--- config.mk ---
export PLATFORM = sky130hd
export DESIGN_NAME = tzs_supervisor
export DESIGN_NICKNAME = d
export VERILOG_FILES = /design/src/rtl/tzs_pkg.sv /design/src/rtl/tzs_supervisor.sv
export VERILOG_INCLUDE_DIRS = /design/src /design/src/rtl
export SDC_FILE = /design/constraint.sdc
export NUM_CORES = 1
export LEC_CHECK = 0
export BUFFER_PORTS_ARGS = -buffer_cell sky130_fd_sc_hd__buf_2
export CELL_PAD_IN_SITES_DETAIL_PLACEMENT = 1
export CELL_PAD_IN_SITES_GLOBAL_PLACEMENT = 1
export CORE_ASPECT_RATIO = 1.75
export CORE_MARGIN = 4
export CORE_UTILIZATION = 44
export DETAILED_ROUTE_END_ITERATION = 8
export HOLD_SLACK_MARGIN = 0.06
export PLACE_DENSITY_LB_ADDON = 0.12
export SYNTH_ARGS = -nofsm -noshare
export SYNTH_HDL_FRONTEND = slang
export SYNTH_SLANG_ARGS = --single-unit
--- constraint.sdc ---
create_clock -name clock -period 3.5 [get_ports clock]
set_input_delay 0 -clock clock [delete_from_list [all_inputs] [get_ports clock]]
set_output_delay 0 -clock clock [all_outputs]
set_load 0.03 [all_outputs]
--- src/rtl/tzs_params.svh ---
// Register offsets, field positions, reset values and timing for the thermal zone supervisor.
// Assumes an 8-bit register port and a 200 MHz monitor clock.
`ifndef TZS_PARAMS_SVH
`define TZS_PARAMS_SVH

// ==========================================================
// Register offsets
`define TZS_ADDR_SEC1      8'ha5
`define TZS_ADDR_SEC2      8'ha6
`define TZS_ADDR_SEC3      8'ha7
`define TZS_ADDR_TACH      8'hab
`define TZS_ADDR_TOP1      8'hae
`define TZS_ADDR_TOP2      8'haf
`define TZS_ADDR_TOP3      8'hb3
`define TZS_ADDR_STEP_RMT  8'hb4
`define TZS_ADDR_AMB       8'hb5
`define TZS_ADDR_DLY_RMT   8'hb6
`define TZS_ADDR_ADJ_EN    8'hb7
`define TZS_ADDR_TOP_STAT  8'hb8
`define TZS_ADDR_TRIP_CTRL 8'hc1
`define TZS_ADDR_TRIP1     8'hc4
`define TZS_ADDR_TRIP2     8'hc5
`define TZS_ADDR_TRIP3     8'hc9
`define TZS_ADDR_TRIP_STAT 8'hca
`define TZS_ADDR_TRIP_OE   8'hcb
`define TZS_ADDR_LOW1      8'hf0
`define TZS_ADDR_LOW2      8'hf1
`define TZS_ADDR_LOW3      8'hf2

// ==========================================================
// Field positions
`define TZS_SEC1_W1C_MASK  8'h70
`define TZS_TOP_INT_EN_BIT 0
`define TZS_TRIP_EN_BIT    1

// ==========================================================
// Reset values
`define TZS_RST_BYTE       8'h00
`define TZS_RST_TOP        8'h7f
`define TZS_RST_TRIP_LIM   8'h7f
`define TZS_RST_LOW        8'h00
`define TZS_TEMP_FLOOR     8'h80

// ==========================================================
// Timing: one adjust-delay unit is a minute
`define TZS_MINUTE_S       64'd60
`define TZS_CLK_HZ         64'd200000000

`endif

--- src/rtl/tzs_pkg.sv ---
// Types shared by the thermal zone supervisor.
// Assumes tzs_params.svh is compiled alongside.
package tzs_pkg;

  // ==========================================================
  // Whole state of the supervisor, registered in one place
  typedef logic [7:0] tzs_byte_t;
  typedef logic [35:0] tzs_hold_t;

  typedef struct packed {
    logic [2:0]        pg_sync;    // [0] first sync flop, [1] second, [2] previous
    tzs_byte_t         sec1;       // Secondary status copies
    tzs_byte_t         sec2;
    tzs_byte_t         sec3;
    logic [5:0]        tach_mode;  // Three two-bit tach modes
    tzs_byte_t [2:0]   top;        // Top temperature per zone
    tzs_byte_t [2:0]   low;        // Zone low limit
    logic [2:0][1:0]   step;       // Adjust step code
    logic [2:0][1:0]   dly;        // Adjust delay code
    logic [2:0]        adj_en;     // Auto adjust enable
    logic              top_int_en; // Top exceeded interrupt enable
    logic [2:0]        top_stat;   // Top exceeded status
    logic              trip_en;    // Trip output master enable
    tzs_byte_t [2:0]   trip_lim;   // Trip limits
    logic [2:0]        trip_oe;    // Per-zone trip output enable
    logic [2:0]        trip_stat;  // Trip status
    logic [2:0]        trip_pend;  // Exceeded on the last monitoring cycle
    tzs_hold_t [2:0]   hold;       // Adjust hold-off counters
    tzs_byte_t         rdata;      // Read data
    logic              irq;        // Thermal interrupt level
    logic              trip_n;     // Trip output, low active
  } tzs_state_t;

endpackage : tzs_pkg

--- src/rtl/tzs_supervisor.sv ---
// Thermal zone supervisor: secondary status, tach modes, auto low-limit adjust and thermal trip.
// Assumes readings, monitor strobe, lock and global enable come from logic on the same clock;
// main_power_good is an asynchronous pin.
`timescale 1ns/1ps
`include "tzs_params.svh"

// Summary of operation
// - Status one bits 6:4 clear by one-write, event ended
// - Secondary status never raises an interrupt
// - Power good rise restores secondary status defaults
// - Status two, three: one-write clears ended events
// - Two-bit mode per tach in bits 7:2
// - Mode bits 1:0 ignore writes, read zero
// - Lock blocks writes to top, trip and adjust registers, not low limits
// - Top compare only when zone adjust enabled
// - Reaching top subtracts step 2..8 from low
// - Ambient zone step and delay in own register
// - Wait programmed 1..4 minutes between adjustments
// - Enable bits 3:1 select zones one to three
// - Interrupt needs top enable, status and global enable
// - Set top status when reading exceeds top
// - Top status stays until one-write and condition gone
// - Power good rise clears top status
// - Control bit 1 enables trip output
// - Trip limit separate from high limit
// - Trip sets status; output needs zone enable
// - Two consecutive exceeding cycles before trip
// - Trip status clears by one-write when inactive
module tzs_supervisor
  import tzs_pkg::*;
#(
  parameter logic [35:0] MINUTE_CYCLES = 36'(`TZS_MINUTE_S * `TZS_CLK_HZ) // Cycles in one minute
) (
  input  wire logic            clock,            // 200 MHz monitor clock
  input  wire logic            nrst,             // Synchronous reset, low active
  input  wire tzs_pkg::tzs_byte_t reg_addr,      // Register address
  input  wire tzs_pkg::tzs_byte_t reg_wdata,     // Write data
  input  wire logic            reg_wr,           // Write strobe
  input  wire logic            reg_rd,           // Read strobe
  output      tzs_pkg::tzs_byte_t reg_rdata,     // Read data, one cycle after strobe
  input  wire logic            main_power_good,  // Asynchronous power good pin
  input  wire logic            lock,             // Register lock bit
  input  wire logic            global_int_en,    // Global interrupt enable
  input  wire logic            monitor_cycle,    // One-cycle pulse: new readings valid
  input  wire tzs_pkg::tzs_byte_t zone1_temp,    // Remote diode 1 reading, signed
  input  wire tzs_pkg::tzs_byte_t zone2_temp,    // Ambient reading, signed
  input  wire tzs_pkg::tzs_byte_t zone3_temp,    // Remote diode 2 reading, signed
  input  wire tzs_pkg::tzs_byte_t sec1_set,      // Primary status one set events
  input  wire tzs_pkg::tzs_byte_t sec1_active,   // Status one events still active
  input  wire tzs_pkg::tzs_byte_t sec2_set,      // Primary status two set events
  input  wire tzs_pkg::tzs_byte_t sec2_active,   // Status two events still active
  input  wire tzs_pkg::tzs_byte_t sec3_set,      // Primary status three set events
  input  wire tzs_pkg::tzs_byte_t sec3_active,   // Status three events still active
  output      logic [5:0]      tach_mode,        // Tach 1..3 modes, tach 1 in [5:4]
  output      tzs_pkg::tzs_byte_t zone1_low,     // Zone low limits
  output      tzs_pkg::tzs_byte_t zone2_low,
  output      tzs_pkg::tzs_byte_t zone3_low,
  output      logic            thermal_irq_pin,  // Thermal interrupt, high while asserted
  output      logic            thermal_trip_out_n // Thermal trip, low active
);
  import tzs_pkg::*;

  // ==========================================================
  // Elaboration checks
  // Four minutes must fit the hold counter
  if (MINUTE_CYCLES == 36'h0 || {2'b00, MINUTE_CYCLES} * 38'd4 > 38'h0fffffffff) begin : g_bad_minute
    $error("MINUTE_CYCLES out of range");
  end

  // ==========================================================
  // State
  tzs_state_t s_ff;   // Registered state
  tzs_state_t nxt_s;  // Next state

  tzs_byte_t [2:0] temp;     // Readings as an array
  logic            pg_rise;  // Rising edge of synchronised power good
  logic            wr_ok;    // Write to a lockable register allowed

  assign temp    = {zone3_temp, zone2_temp, zone1_temp};
  assign pg_rise = s_ff.pg_sync[1] & ~s_ff.pg_sync[2];
  assign wr_ok   = reg_wr & ~lock;

  // Step code to degrees: 2, 4, 6, 8
  function automatic logic [8:0] step_deg(input logic [1:0] code);
    step_deg = {6'h00, code, 1'b0} + 9'h002;
  endfunction

  // Delay code to cycles: 1..4 minutes
  function automatic tzs_hold_t dly_cycles(input logic [1:0] code);
    logic [37:0] full;
    full = {2'b00, MINUTE_CYCLES} * {36'h0, code + 2'b00} + {2'b00, MINUTE_CYCLES};
    dly_cycles = full[35:0];
  endfunction

  // ==========================================================
  // Next-state logic
  // Set terms are ORed in after the clears so an event in the clear cycle is kept
  always_comb begin
    logic [8:0] diff;
    logic       over_top;
    logic       reach_top;
    logic       over_trip;
    logic [7:0] clr1;
    logic [7:0] clr2;
    logic [7:0] clr3;
    logic [2:0] clr_top;
    logic [2:0] clr_trip;
    diff      = 9'h000;
    over_top  = 1'b0;
    reach_top = 1'b0;
    over_trip = 1'b0;
    clr1      = 8'h00;
    clr2      = 8'h00;
    clr3      = 8'h00;
    clr_top   = 3'h0;
    clr_trip  = 3'h0;
    nxt_s     = s_ff;

    // Power good synchroniser; only the second flop feeds edge detect
    nxt_s.pg_sync = {s_ff.pg_sync[1], s_ff.pg_sync[0], main_power_good};

    // Register writes
    if (reg_wr) begin
      case (reg_addr)
        `TZS_ADDR_SEC1:      clr1 = reg_wdata & `TZS_SEC1_W1C_MASK & ~sec1_active;
        `TZS_ADDR_SEC2:      clr2 = reg_wdata & ~sec2_active;
        `TZS_ADDR_SEC3:      clr3 = reg_wdata & ~sec3_active;
        `TZS_ADDR_TACH:      nxt_s.tach_mode = reg_wdata[7:2];
        `TZS_ADDR_TOP_STAT:  clr_top = reg_wdata[2:0];
        `TZS_ADDR_TRIP_STAT: clr_trip = reg_wdata[2:0] & ~s_ff.trip_pend;
        `TZS_ADDR_LOW1:      nxt_s.low[0] = reg_wdata;
        `TZS_ADDR_LOW2:      nxt_s.low[1] = reg_wdata;
        `TZS_ADDR_LOW3:      nxt_s.low[2] = reg_wdata;
        default: begin
          // Lockable registers take the write only while unlocked
          if (wr_ok) begin
            case (reg_addr)
              `TZS_ADDR_TOP1:      nxt_s.top[0] = reg_wdata;
              `TZS_ADDR_TOP2:      nxt_s.top[1] = reg_wdata;
              `TZS_ADDR_TOP3:      nxt_s.top[2] = reg_wdata;
              `TZS_ADDR_STEP_RMT: begin
                nxt_s.step[0] = reg_wdata[7:6];
                nxt_s.step[2] = reg_wdata[5:4];
              end
              `TZS_ADDR_AMB: begin
                nxt_s.step[1] = reg_wdata[5:4];
                nxt_s.dly[1]  = reg_wdata[1:0];
              end
              `TZS_ADDR_DLY_RMT: begin
                nxt_s.dly[0] = reg_wdata[7:6];
                nxt_s.dly[2] = reg_wdata[5:4];
              end
              `TZS_ADDR_ADJ_EN: begin
                nxt_s.adj_en     = reg_wdata[3:1];
                nxt_s.top_int_en = reg_wdata[`TZS_TOP_INT_EN_BIT];
              end
              `TZS_ADDR_TRIP_CTRL: nxt_s.trip_en = reg_wdata[`TZS_TRIP_EN_BIT];
              `TZS_ADDR_TRIP1:     nxt_s.trip_lim[0] = reg_wdata;
              `TZS_ADDR_TRIP2:     nxt_s.trip_lim[1] = reg_wdata;
              `TZS_ADDR_TRIP3:     nxt_s.trip_lim[2] = reg_wdata;
              `TZS_ADDR_TRIP_OE:   nxt_s.trip_oe = reg_wdata[2:0];
              default: begin
                // Unmapped or read-only: nothing stored
              end
            endcase
          end
        end
      endcase
    end

    // Secondary status: mirror only, they feed no interrupt
    nxt_s.sec1 = (s_ff.sec1 & ~clr1) | sec1_set;
    nxt_s.sec2 = (s_ff.sec2 & ~clr2) | sec2_set;
    nxt_s.sec3 = (s_ff.sec3 & ~clr3) | sec3_set;

    // Per-zone supervision
    for (int i = 0; i < 3; i++) begin
      over_top  = s_ff.adj_en[i] && ($signed(temp[i]) > $signed(s_ff.top[i]));
      reach_top = s_ff.adj_en[i] && ($signed(temp[i]) >= $signed(s_ff.top[i]));
      over_trip = $signed(temp[i]) > $signed(s_ff.trip_lim[i]);

      // Top status: clear only once the zone is no longer over its top
      if (clr_top[i] && !over_top) begin
        nxt_s.top_stat[i] = 1'b0;
      end
      if (monitor_cycle && over_top) begin
        nxt_s.top_stat[i] = 1'b1;
      end

      // Hold-off countdown, then adjust on the next reading at top
      if (s_ff.hold[i] != 36'h0) begin
        nxt_s.hold[i] = s_ff.hold[i] - 36'h1;
      end else if (monitor_cycle && reach_top) begin
        diff = {s_ff.low[i][7], s_ff.low[i]} - step_deg(s_ff.step[i]);
        // Saturate rather than wrap to a high limit
        nxt_s.low[i]  = ($signed(diff) < $signed({1'b1, `TZS_TEMP_FLOOR})) ? `TZS_TEMP_FLOOR : diff[7:0];
        nxt_s.hold[i] = dly_cycles(s_ff.dly[i]);
      end

      // Trip needs two monitoring cycles in a row over the limit
      if (clr_trip[i]) begin
        nxt_s.trip_stat[i] = 1'b0;
      end
      if (monitor_cycle) begin
        nxt_s.trip_pend[i] = over_trip;
        if (over_trip && s_ff.trip_pend[i]) begin
          nxt_s.trip_stat[i] = 1'b1;
        end
      end
    end

    // Power good rise restores status defaults; it outranks everything else
    if (pg_rise) begin
      nxt_s.sec1      = `TZS_RST_BYTE;
      nxt_s.sec2      = `TZS_RST_BYTE;
      nxt_s.sec3      = `TZS_RST_BYTE;
      nxt_s.top_stat  = 3'h0;
      nxt_s.trip_stat = 3'h0;
    end

    // Pins: built from registered status, so they lag the status by one edge
    nxt_s.irq    = s_ff.top_int_en & (|s_ff.top_stat) & global_int_en;
    nxt_s.trip_n = ~(s_ff.trip_en & (|(s_ff.trip_stat & s_ff.trip_oe)));

    // Read data, valid only in the cycle after the strobe
    nxt_s.rdata = 8'h00;
    if (reg_rd) begin
      case (reg_addr)
        `TZS_ADDR_SEC1:      nxt_s.rdata = s_ff.sec1;
        `TZS_ADDR_SEC2:      nxt_s.rdata = s_ff.sec2;
        `TZS_ADDR_SEC3:      nxt_s.rdata = s_ff.sec3;
        `TZS_ADDR_TACH:      nxt_s.rdata = {s_ff.tach_mode, 2'b00};
        `TZS_ADDR_TOP1:      nxt_s.rdata = s_ff.top[0];
        `TZS_ADDR_TOP2:      nxt_s.rdata = s_ff.top[1];
        `TZS_ADDR_TOP3:      nxt_s.rdata = s_ff.top[2];
        `TZS_ADDR_STEP_RMT:  nxt_s.rdata = {s_ff.step[0], s_ff.step[2], 4'h0};
        `TZS_ADDR_AMB:       nxt_s.rdata = {2'b00, s_ff.step[1], 2'b00, s_ff.dly[1]};
        `TZS_ADDR_DLY_RMT:   nxt_s.rdata = {s_ff.dly[0], s_ff.dly[2], 4'h0};
        `TZS_ADDR_ADJ_EN:    nxt_s.rdata = {4'h0, s_ff.adj_en, s_ff.top_int_en};
        `TZS_ADDR_TOP_STAT:  nxt_s.rdata = {5'h00, s_ff.top_stat};
        `TZS_ADDR_TRIP_CTRL: nxt_s.rdata = {6'h00, s_ff.trip_en, 1'b0};
        `TZS_ADDR_TRIP1:     nxt_s.rdata = s_ff.trip_lim[0];
        `TZS_ADDR_TRIP2:     nxt_s.rdata = s_ff.trip_lim[1];
        `TZS_ADDR_TRIP3:     nxt_s.rdata = s_ff.trip_lim[2];
        `TZS_ADDR_TRIP_STAT: nxt_s.rdata = {5'h00, s_ff.trip_stat};
        `TZS_ADDR_TRIP_OE:   nxt_s.rdata = {5'h00, s_ff.trip_oe};
        `TZS_ADDR_LOW1:      nxt_s.rdata = s_ff.low[0];
        `TZS_ADDR_LOW2:      nxt_s.rdata = s_ff.low[1];
        `TZS_ADDR_LOW3:      nxt_s.rdata = s_ff.low[2];
        default:             nxt_s.rdata = 8'h00; // Unmapped reads zero
      endcase
    end
  end

  // ==========================================================
  // State register
  always_ff @(posedge clock) begin
    if (!nrst) begin
      s_ff            <= '0;
      s_ff.top        <= {3{`TZS_RST_TOP}};
      s_ff.trip_lim   <= {3{`TZS_RST_TRIP_LIM}};
      s_ff.low        <= {3{`TZS_RST_LOW}};
      s_ff.trip_n     <= 1'b1;
    end else begin
      s_ff <= nxt_s;
    end
  end

  // ==========================================================
  // Outputs, straight from flops
  assign reg_rdata          = s_ff.rdata;
  assign tach_mode          = s_ff.tach_mode;
  assign zone1_low          = s_ff.low[0];
  assign zone2_low          = s_ff.low[1];
  assign zone3_low          = s_ff.low[2];
  assign thermal_irq_pin    = s_ff.irq;
  assign thermal_trip_out_n = s_ff.trip_n;
endmodule // tzs_supervisor

# [After elaboration in Yosys (flattened, before gate mapping)]
# Index checks and enable logic that the tools add are counted.
[word_totals] reg_bits=252 latch_bits=0 ram_bits=0 mem_bits_ro=0 in_bits=96 out_inout_bits=40 mem_count=0
[classes] addsub=12 multipliers=3 n_div=0 n_lt_le_gt_ge=12 eq_ne=21 n_shift=0 n_mux=54 n_bitwise=28 n_reduce_logical=48
[op_table] op="two-way mux 36 bit" n=6
[op_table] op="== test 8 bit, second input constant" n=21
[op_table] op="one-hot mux 8 bit (21 select lines)" n=1
[op_table] op="two-way mux 8 bit" n=18
[op_table] op="adder 36 x 34 -> 36 bit, second input constant" n=3
[op_table] op="nonzero test 36 bit" n=3
[op_table] op="subtractor 36 x 1 -> 36 bit, second input constant" n=3
[op_table] op="multiplier 23 x 2 -> 25 bit, first input constant" n=3
[op_table] op="> comparator 8 bit" n=6
[op_table] op="inverter 8 bit" n=6
[op_table] op="AND reduction 4 bit" n=12
[op_table] op="bitwise AND 8 bit" n=5
[op_table] op="two-way mux 40 bit" n=1
[op_table] op="two-way mux 16 bit" n=2
[op_table] op="less-than comparator 9 x 8 -> 1 bit, second input constant" n=3
[op_table] op="subtractor 8 x 5 -> 9 bit" n=3
[op_table] op="greater-or-equal comparator 8 bit" n=3
[op_table] op="bitwise OR 8 bit" n=3
[op_table] op="logical AND 1 bit" n=18
[op_table] op="two-way mux 1 bit" n=15
[op_table] op="adder 3 x 2 -> 4 bit, second input constant" n=3
[op_table] op="two-way mux 2 bit" n=6
[op_table] op="two-way mux 3 bit" n=4
[op_table] op="nonzero test 2 bit" n=6
[op_table] op="other kinds (11)" n=24

# [Longest topological paths before layout]
[logic_depth] word_depth=7 mapped_depth=10

# [Least setup slack after synthesis]
# Ideal clock, no wire load.
[synth_path] path_type="flip-flop to flip-flop" startpoint="reg s_ff[29] (netlist bit)" endpoint="reg s_ff[29] (netlist bit)" setup_ps=70 t_arrival_ps=2662 path_slack_ps=768 stages_incl_launch_ff=8 path_buffers=2 period_less_slack_ps=2732 path_cell_list="dfxtp_1 -> or4_4 -> or4_1 -> buf_2 -> or4_1 -> clkbuf_2 -> or4_1 -> a21oi_1"
[synth_via] elab_chain_cells=2 word_cells_on_any_way=4
[synth_lines] element="start, declared" line_no="tzs_supervisor.sv:72" text="tzs_state_t s_ff;"
[synth_lines] element="start signal, assigned" line_no="tzs_supervisor.sv:265" text="s_ff <= nxt_s;"
[synth_lines] element="subtractor 36 x 1 -> 36 bit / nonzero test 36 bit (equally long branches)" line_no="tzs_supervisor.sv:192, tzs_supervisor.sv:191"
[synth_lines] element="two-way mux 36 bit / nonzero test 2 bit (equally long branches)"
# Parallel ways exist; a longest one is shown, timed or not.
# A chain may end at the register's enable or synchronous reset.

# [Worst setup path in the final report]
[layout_path] startpoint="reg s_ff[200] (netlist bit)" endpoint="reg s_ff[10] (netlist bit)"
[layout_via] elab_chain_cells=4
[layout_lines] element="greater-or-equal comparator 8 bit" line_no="tzs_supervisor.sv:179" text="reach_top = s_ff.adj_en[i] && ($signed(temp[i]) >= $signed(s_ff.top[i]));"
[layout_lines] element="logical AND 1 bit" line_no="tzs_supervisor.sv:179"
[layout_lines] element="logical AND 1 bit" line_no="tzs_supervisor.sv:193" text="end else if (monitor_cycle && reach_top) begin"
[layout_lines] element="nonzero test 2 bit (no source line)"
# Every way passes these cells.

==> implementation parameters <==
Parameter                              Value

Outcome
  Outcome    complete, no violations

Timing
  RSZ-0062 raised after global routing    false
  Setup tns final    0 ns
  Final number of max-transition violations    0
  Setup-violating endpoint count in the final report    0
  Worst relative slew slack    41.99%
  Final Cycle Share    89.32%
  Post-route clock skew    0.02474 ns
  Measured slew at the worst slew-check pin    0.8610 ns
  Count of final hold-check violations    0
  Post-layout min period    3.126 ns
  Upper clock frequency limit    0.3199 GHz

Logic synthesis
  Flops & latches, synth    252
  Parity-gate share of the synthesized area counting xor and xnor cells    4.434%
  Mapped Cells    1858
  Largest family of logic cells by synthesized area    simple AND/OR/NAND/NOR gates
  Mapped Avg Cell Area    7.973 um2
  Dominant register cell in the synthesized netlist    dfxtp_1
  Portion of the post-synthesis area used by sequential elements    34.06%
  Total nets after synthesis    2044
  Yosys top cell by area    dfxtp_1
  Synth top cells by count    252 x dfxtp_1, 188 x nor2_1, 180 x nand2_1, 127 x a21oi_1, 87 x ha_1
  Area fraction in and, or, nand and nor cells after synthesis    25.58%
  Number of different library cells in the post-synthesis netlist    76
  Fraction of synthesis flops using an asynchronous set or reset pin    0%
  Number of enable-type register cells in the synthesized netlist    0
  Post-synthesis compound-gate area fraction    18.14%
  Cell area after technology mapping    0.01481 mm2
  Mux share of post-synthesis cell area    3.624%
  Top-area cell type share of the netlist area    34.06%
  Top cells by area in the synthesized netlist    dfxtp_1 34%, ha_1 7.3%, nor2_1 4.8%, nand2_1 4.6%, a21oi_1 4.3%
  Most common cell in the synthesized netlist    dfxtp_1
  Adder-cell share of the synthesized area    7.754%
  Yosys Warn Count    0

Layout
  Sequential cell area    0.005045 mm2
  Multi-input logic area    0.008822 mm2
  Number of nets in the layout    2193
  FILL cells    4054
  Area growth syn-to-layout    17.92%
  Fraction of final layout cells with drive strength greater than 1    12.78%
  Finished Layout Cells    2481

Setup path
  Kind of cell adding the most delay to the critical path    compound AO/OA/AOI/OAI gates
  Type of the setup path with the least slack    reg -> reg
  Kind of start point of the critical path    register
  Critical-path cell list    inv_1 -> ha_1 -> a21o_1 -> a2111oi_0 -> buf_4 -> nor2b_1 -> o21ai_2 -> nand2_1 -> nor3_1
  Worst path buffer plus inverter count    2
  Worst flop-to-flop path startpoint    s_ff[200]
  Worst r2r dst    s_ff[10]
  Data arrival time of the critical path    3.60 ns
  Critical-path top delay cell    o21ai_2
  Peak per-stage delay on the critical path    0.62 ns
  Crit path capture type    register
  Worst reg2reg path depth    9
  Worst Path Max Fanout    17
  Worst endpoint required time    3.98 ns
  Slack of the worst reg-to-reg path    0.37 ns

GRT
  Maximum number of pins on one net before global-route repair    38
  Met1 Track Usage GR    31.71%
  Met2 layer usage reported by global route    59.45%
  Met3 GRT Util    3.855%
  Most Crowded Layer GR    met2
  Wire length of the first global-routing pass    92300 um
  Number of antenna violations at the first check in global routing    4
  Global route total overflow    0
  Global Route Usage Sum    31.88%
  Vias in the first global route    16070

Min path
  Hold path cells    6
  Path type of the worst min-delay path    in -> reg
  Hold Crit Start    reg_addr[7]
  WHS Endpoint    s_ff[151]

Power and ir drop
  Total power divided by cell area    688.0 mW/mm2
  Maximum ir drop on the vdd rail    0.0004856 V
  Total leakage power    7.366 nW

Clock network
  Clock buffer count from CTS    27
  Clock tree root buffer cell    clkbuf_16
  Maximum buffer depth of the clock tree    3
  Clock transition at path regs    0.07 ns
  Clock tree from TritonCTS    yes
  Worst-skew pair later-pin latency    0.57 ns
  H-tree levels    1
  Setup repair bufs after CTS    0
  Count of clock tree sinks    252

Floorplanning
  Total Die Area    0.03678 mm2
  Std cell rows    88
  Vertical die dimension    250.7 um
  Die Width    146.7 um
  # IOs    136
  Initial core utilization    44.70%
  Placeable core area    0.03314 mm2

Drt
  Via density per instance    6.120
  Detailed-route DRC error count    0
  Number of design-rule violations left by the first detailed-router iteration    790
  Number of iterations in the first detailed-routing pass    5
  Total vias in the final route    15180
  Post-detailed-route count of antenna-violating nets    0
  Total length of routed wires    60710 um
  DR WL/cell    24.47 um

Placed design
  Estimated wirelength of the detail-placed design    44460 um
  Final weighted congestion in routability-driven placement    0.9658
  Number of placed cells counting well taps    2358
  Number of port buffers    130

Flow run
  Max-cap violations    0
area by class of cell:
cell class / instances / area share, %
Multi-Input combinational cell: 1393 / 50.50
Sequential cell: 252 / 28.88
Timing Repair Buffer: 247 / 9.770
Clock buffer: 34 / 4.362
Tap cell: 450 / 3.223
Inverter: 86 / 1.848
Clock inverter: 15 / 1.354
Antenna cell: 4 / 0.05730
logic make-up (layout without fill, tap and decap cells):
logic type                 count (synthesis)  count (layout)
xor gates and xnor gates                  75              75
and+or+nand+nor                          762             762
other                                      0               4
DFF                                      252             252
muxes                                     52              52
AOI/OAI and AO/OA                        414             414
buffers and inverters                    213             382
adders and majority gates                 90              90
worst max-delay path by stage:
stage              start         to  slack (ns)  cells after the start
2_1_floorplan   s_ff[29]   s_ff[29]        0.77                      7
3_3_place_gp    s_ff[89]  s_ff[104]        0.46                      6
3_5_place_dp   s_ff[200]   s_ff[10]        0.36                      9
4_1_cts        s_ff[200]   s_ff[10]        0.36                      9
5_1_grt        s_ff[200]   s_ff[10]        0.14                      9
6_report       s_ff[200]   s_ff[10]        0.37                      9
repair_timing:
action                                 4_1_cts  5_1_grt
hold buffers                                70        0
gates resized for setup                      0        0
endpoints found under the hold margin      133        0
power by group:
| part | switching, mW | internal (mW) |
|---|---|---|
| Combinational | 2.90 | 1.92 |
| Sequential | 0.538 | 3.38 |
| Clock | 1.30 | 1.98 |
| Total | 4.74 | 7.28 |
worst min-delay path, stage by stage:
cell	delay, ns
buf_2	0.12
nand4bb_1	0.15
nor3_1	0.09
nand3_1	0.09
mux2i_1	0.08
nor2_1	0.08
metal layers:
metal | wire length, um | vias up
met2 | 31700 | 515
met1 | 20760 | 7459
li1 | - | 6956
met5 | 0 | -
met3 | 2686 | 254
met4 | 5564 | 0
flip-flops by register name (all words and copies together), names as in the netlist:
register / count
thermal_trip_out_n: 1
nxt_s: 2
zone3_low: 8
thermal_irq_pin: 1
reg_rdata: 8
tach_mode: 6
zone1_low: 8
s_ff: 210
zone2_low: 8
metrics by stage:
step	utilization (%)	instance area [um2]	power [mW]	hold slack [ns]	setup slack, ns
finish	52.71	17470	12.02	0.08710	0.3738
global route	52.71	17470	12.80	0.1040	0.1437
CTS	52.68	17460	12.03	0.07067	0.3609
detailed placement	47.55	15760	8.640	0.2192	0.3569
global placement	47.55	15760	8.457	0.2048	0.4623
floorplan	-	14810	7.284	0.1158	0.7681
layout by cell type (no fill, tap or decap), types with 11 or more instances in the layout:
cell type / synthesis / final
or3_1: 45 / 45
o21a_1: 14 / 14
inv_1: 86 / 85
nand2_1: 180 / 180
a221oi_1: 12 / 12
nand4_1: 22 / 22
nand2b_1: 23 / 23
mux2_2: 13 / 13
a22oi_1: 11 / 11
dfxtp_1: 252 / 252
ha_1: 87 / 87
o31ai_1: 14 / 14
a31oi_1: 19 / 19
nand3_1: 84 / 84
a21oi_1: 127 / 127
mux2i_1: 39 / 39
dlygate4sd3_1: 0 / 70
o21ai_0: 75 / 74
and3_1: 23 / 23
or4_1: 22 / 22
nor2_1: 188 / 188
nor4_1: 35 / 35
o22ai_1: 13 / 13
buf_4: 38 / 48
buf_2: 5 / 129
a211oi_1: 11 / 11
xnor2_1: 47 / 47
and4_1: 11 / 11
nor2b_1: 24 / 24
nor3_1: 59 / 59
xor2_1: 28 / 28
clkbuf_16: 0 / 27
o211ai_1: 42 / 42
No activity file was read; power rests on OpenSTA's default activity.
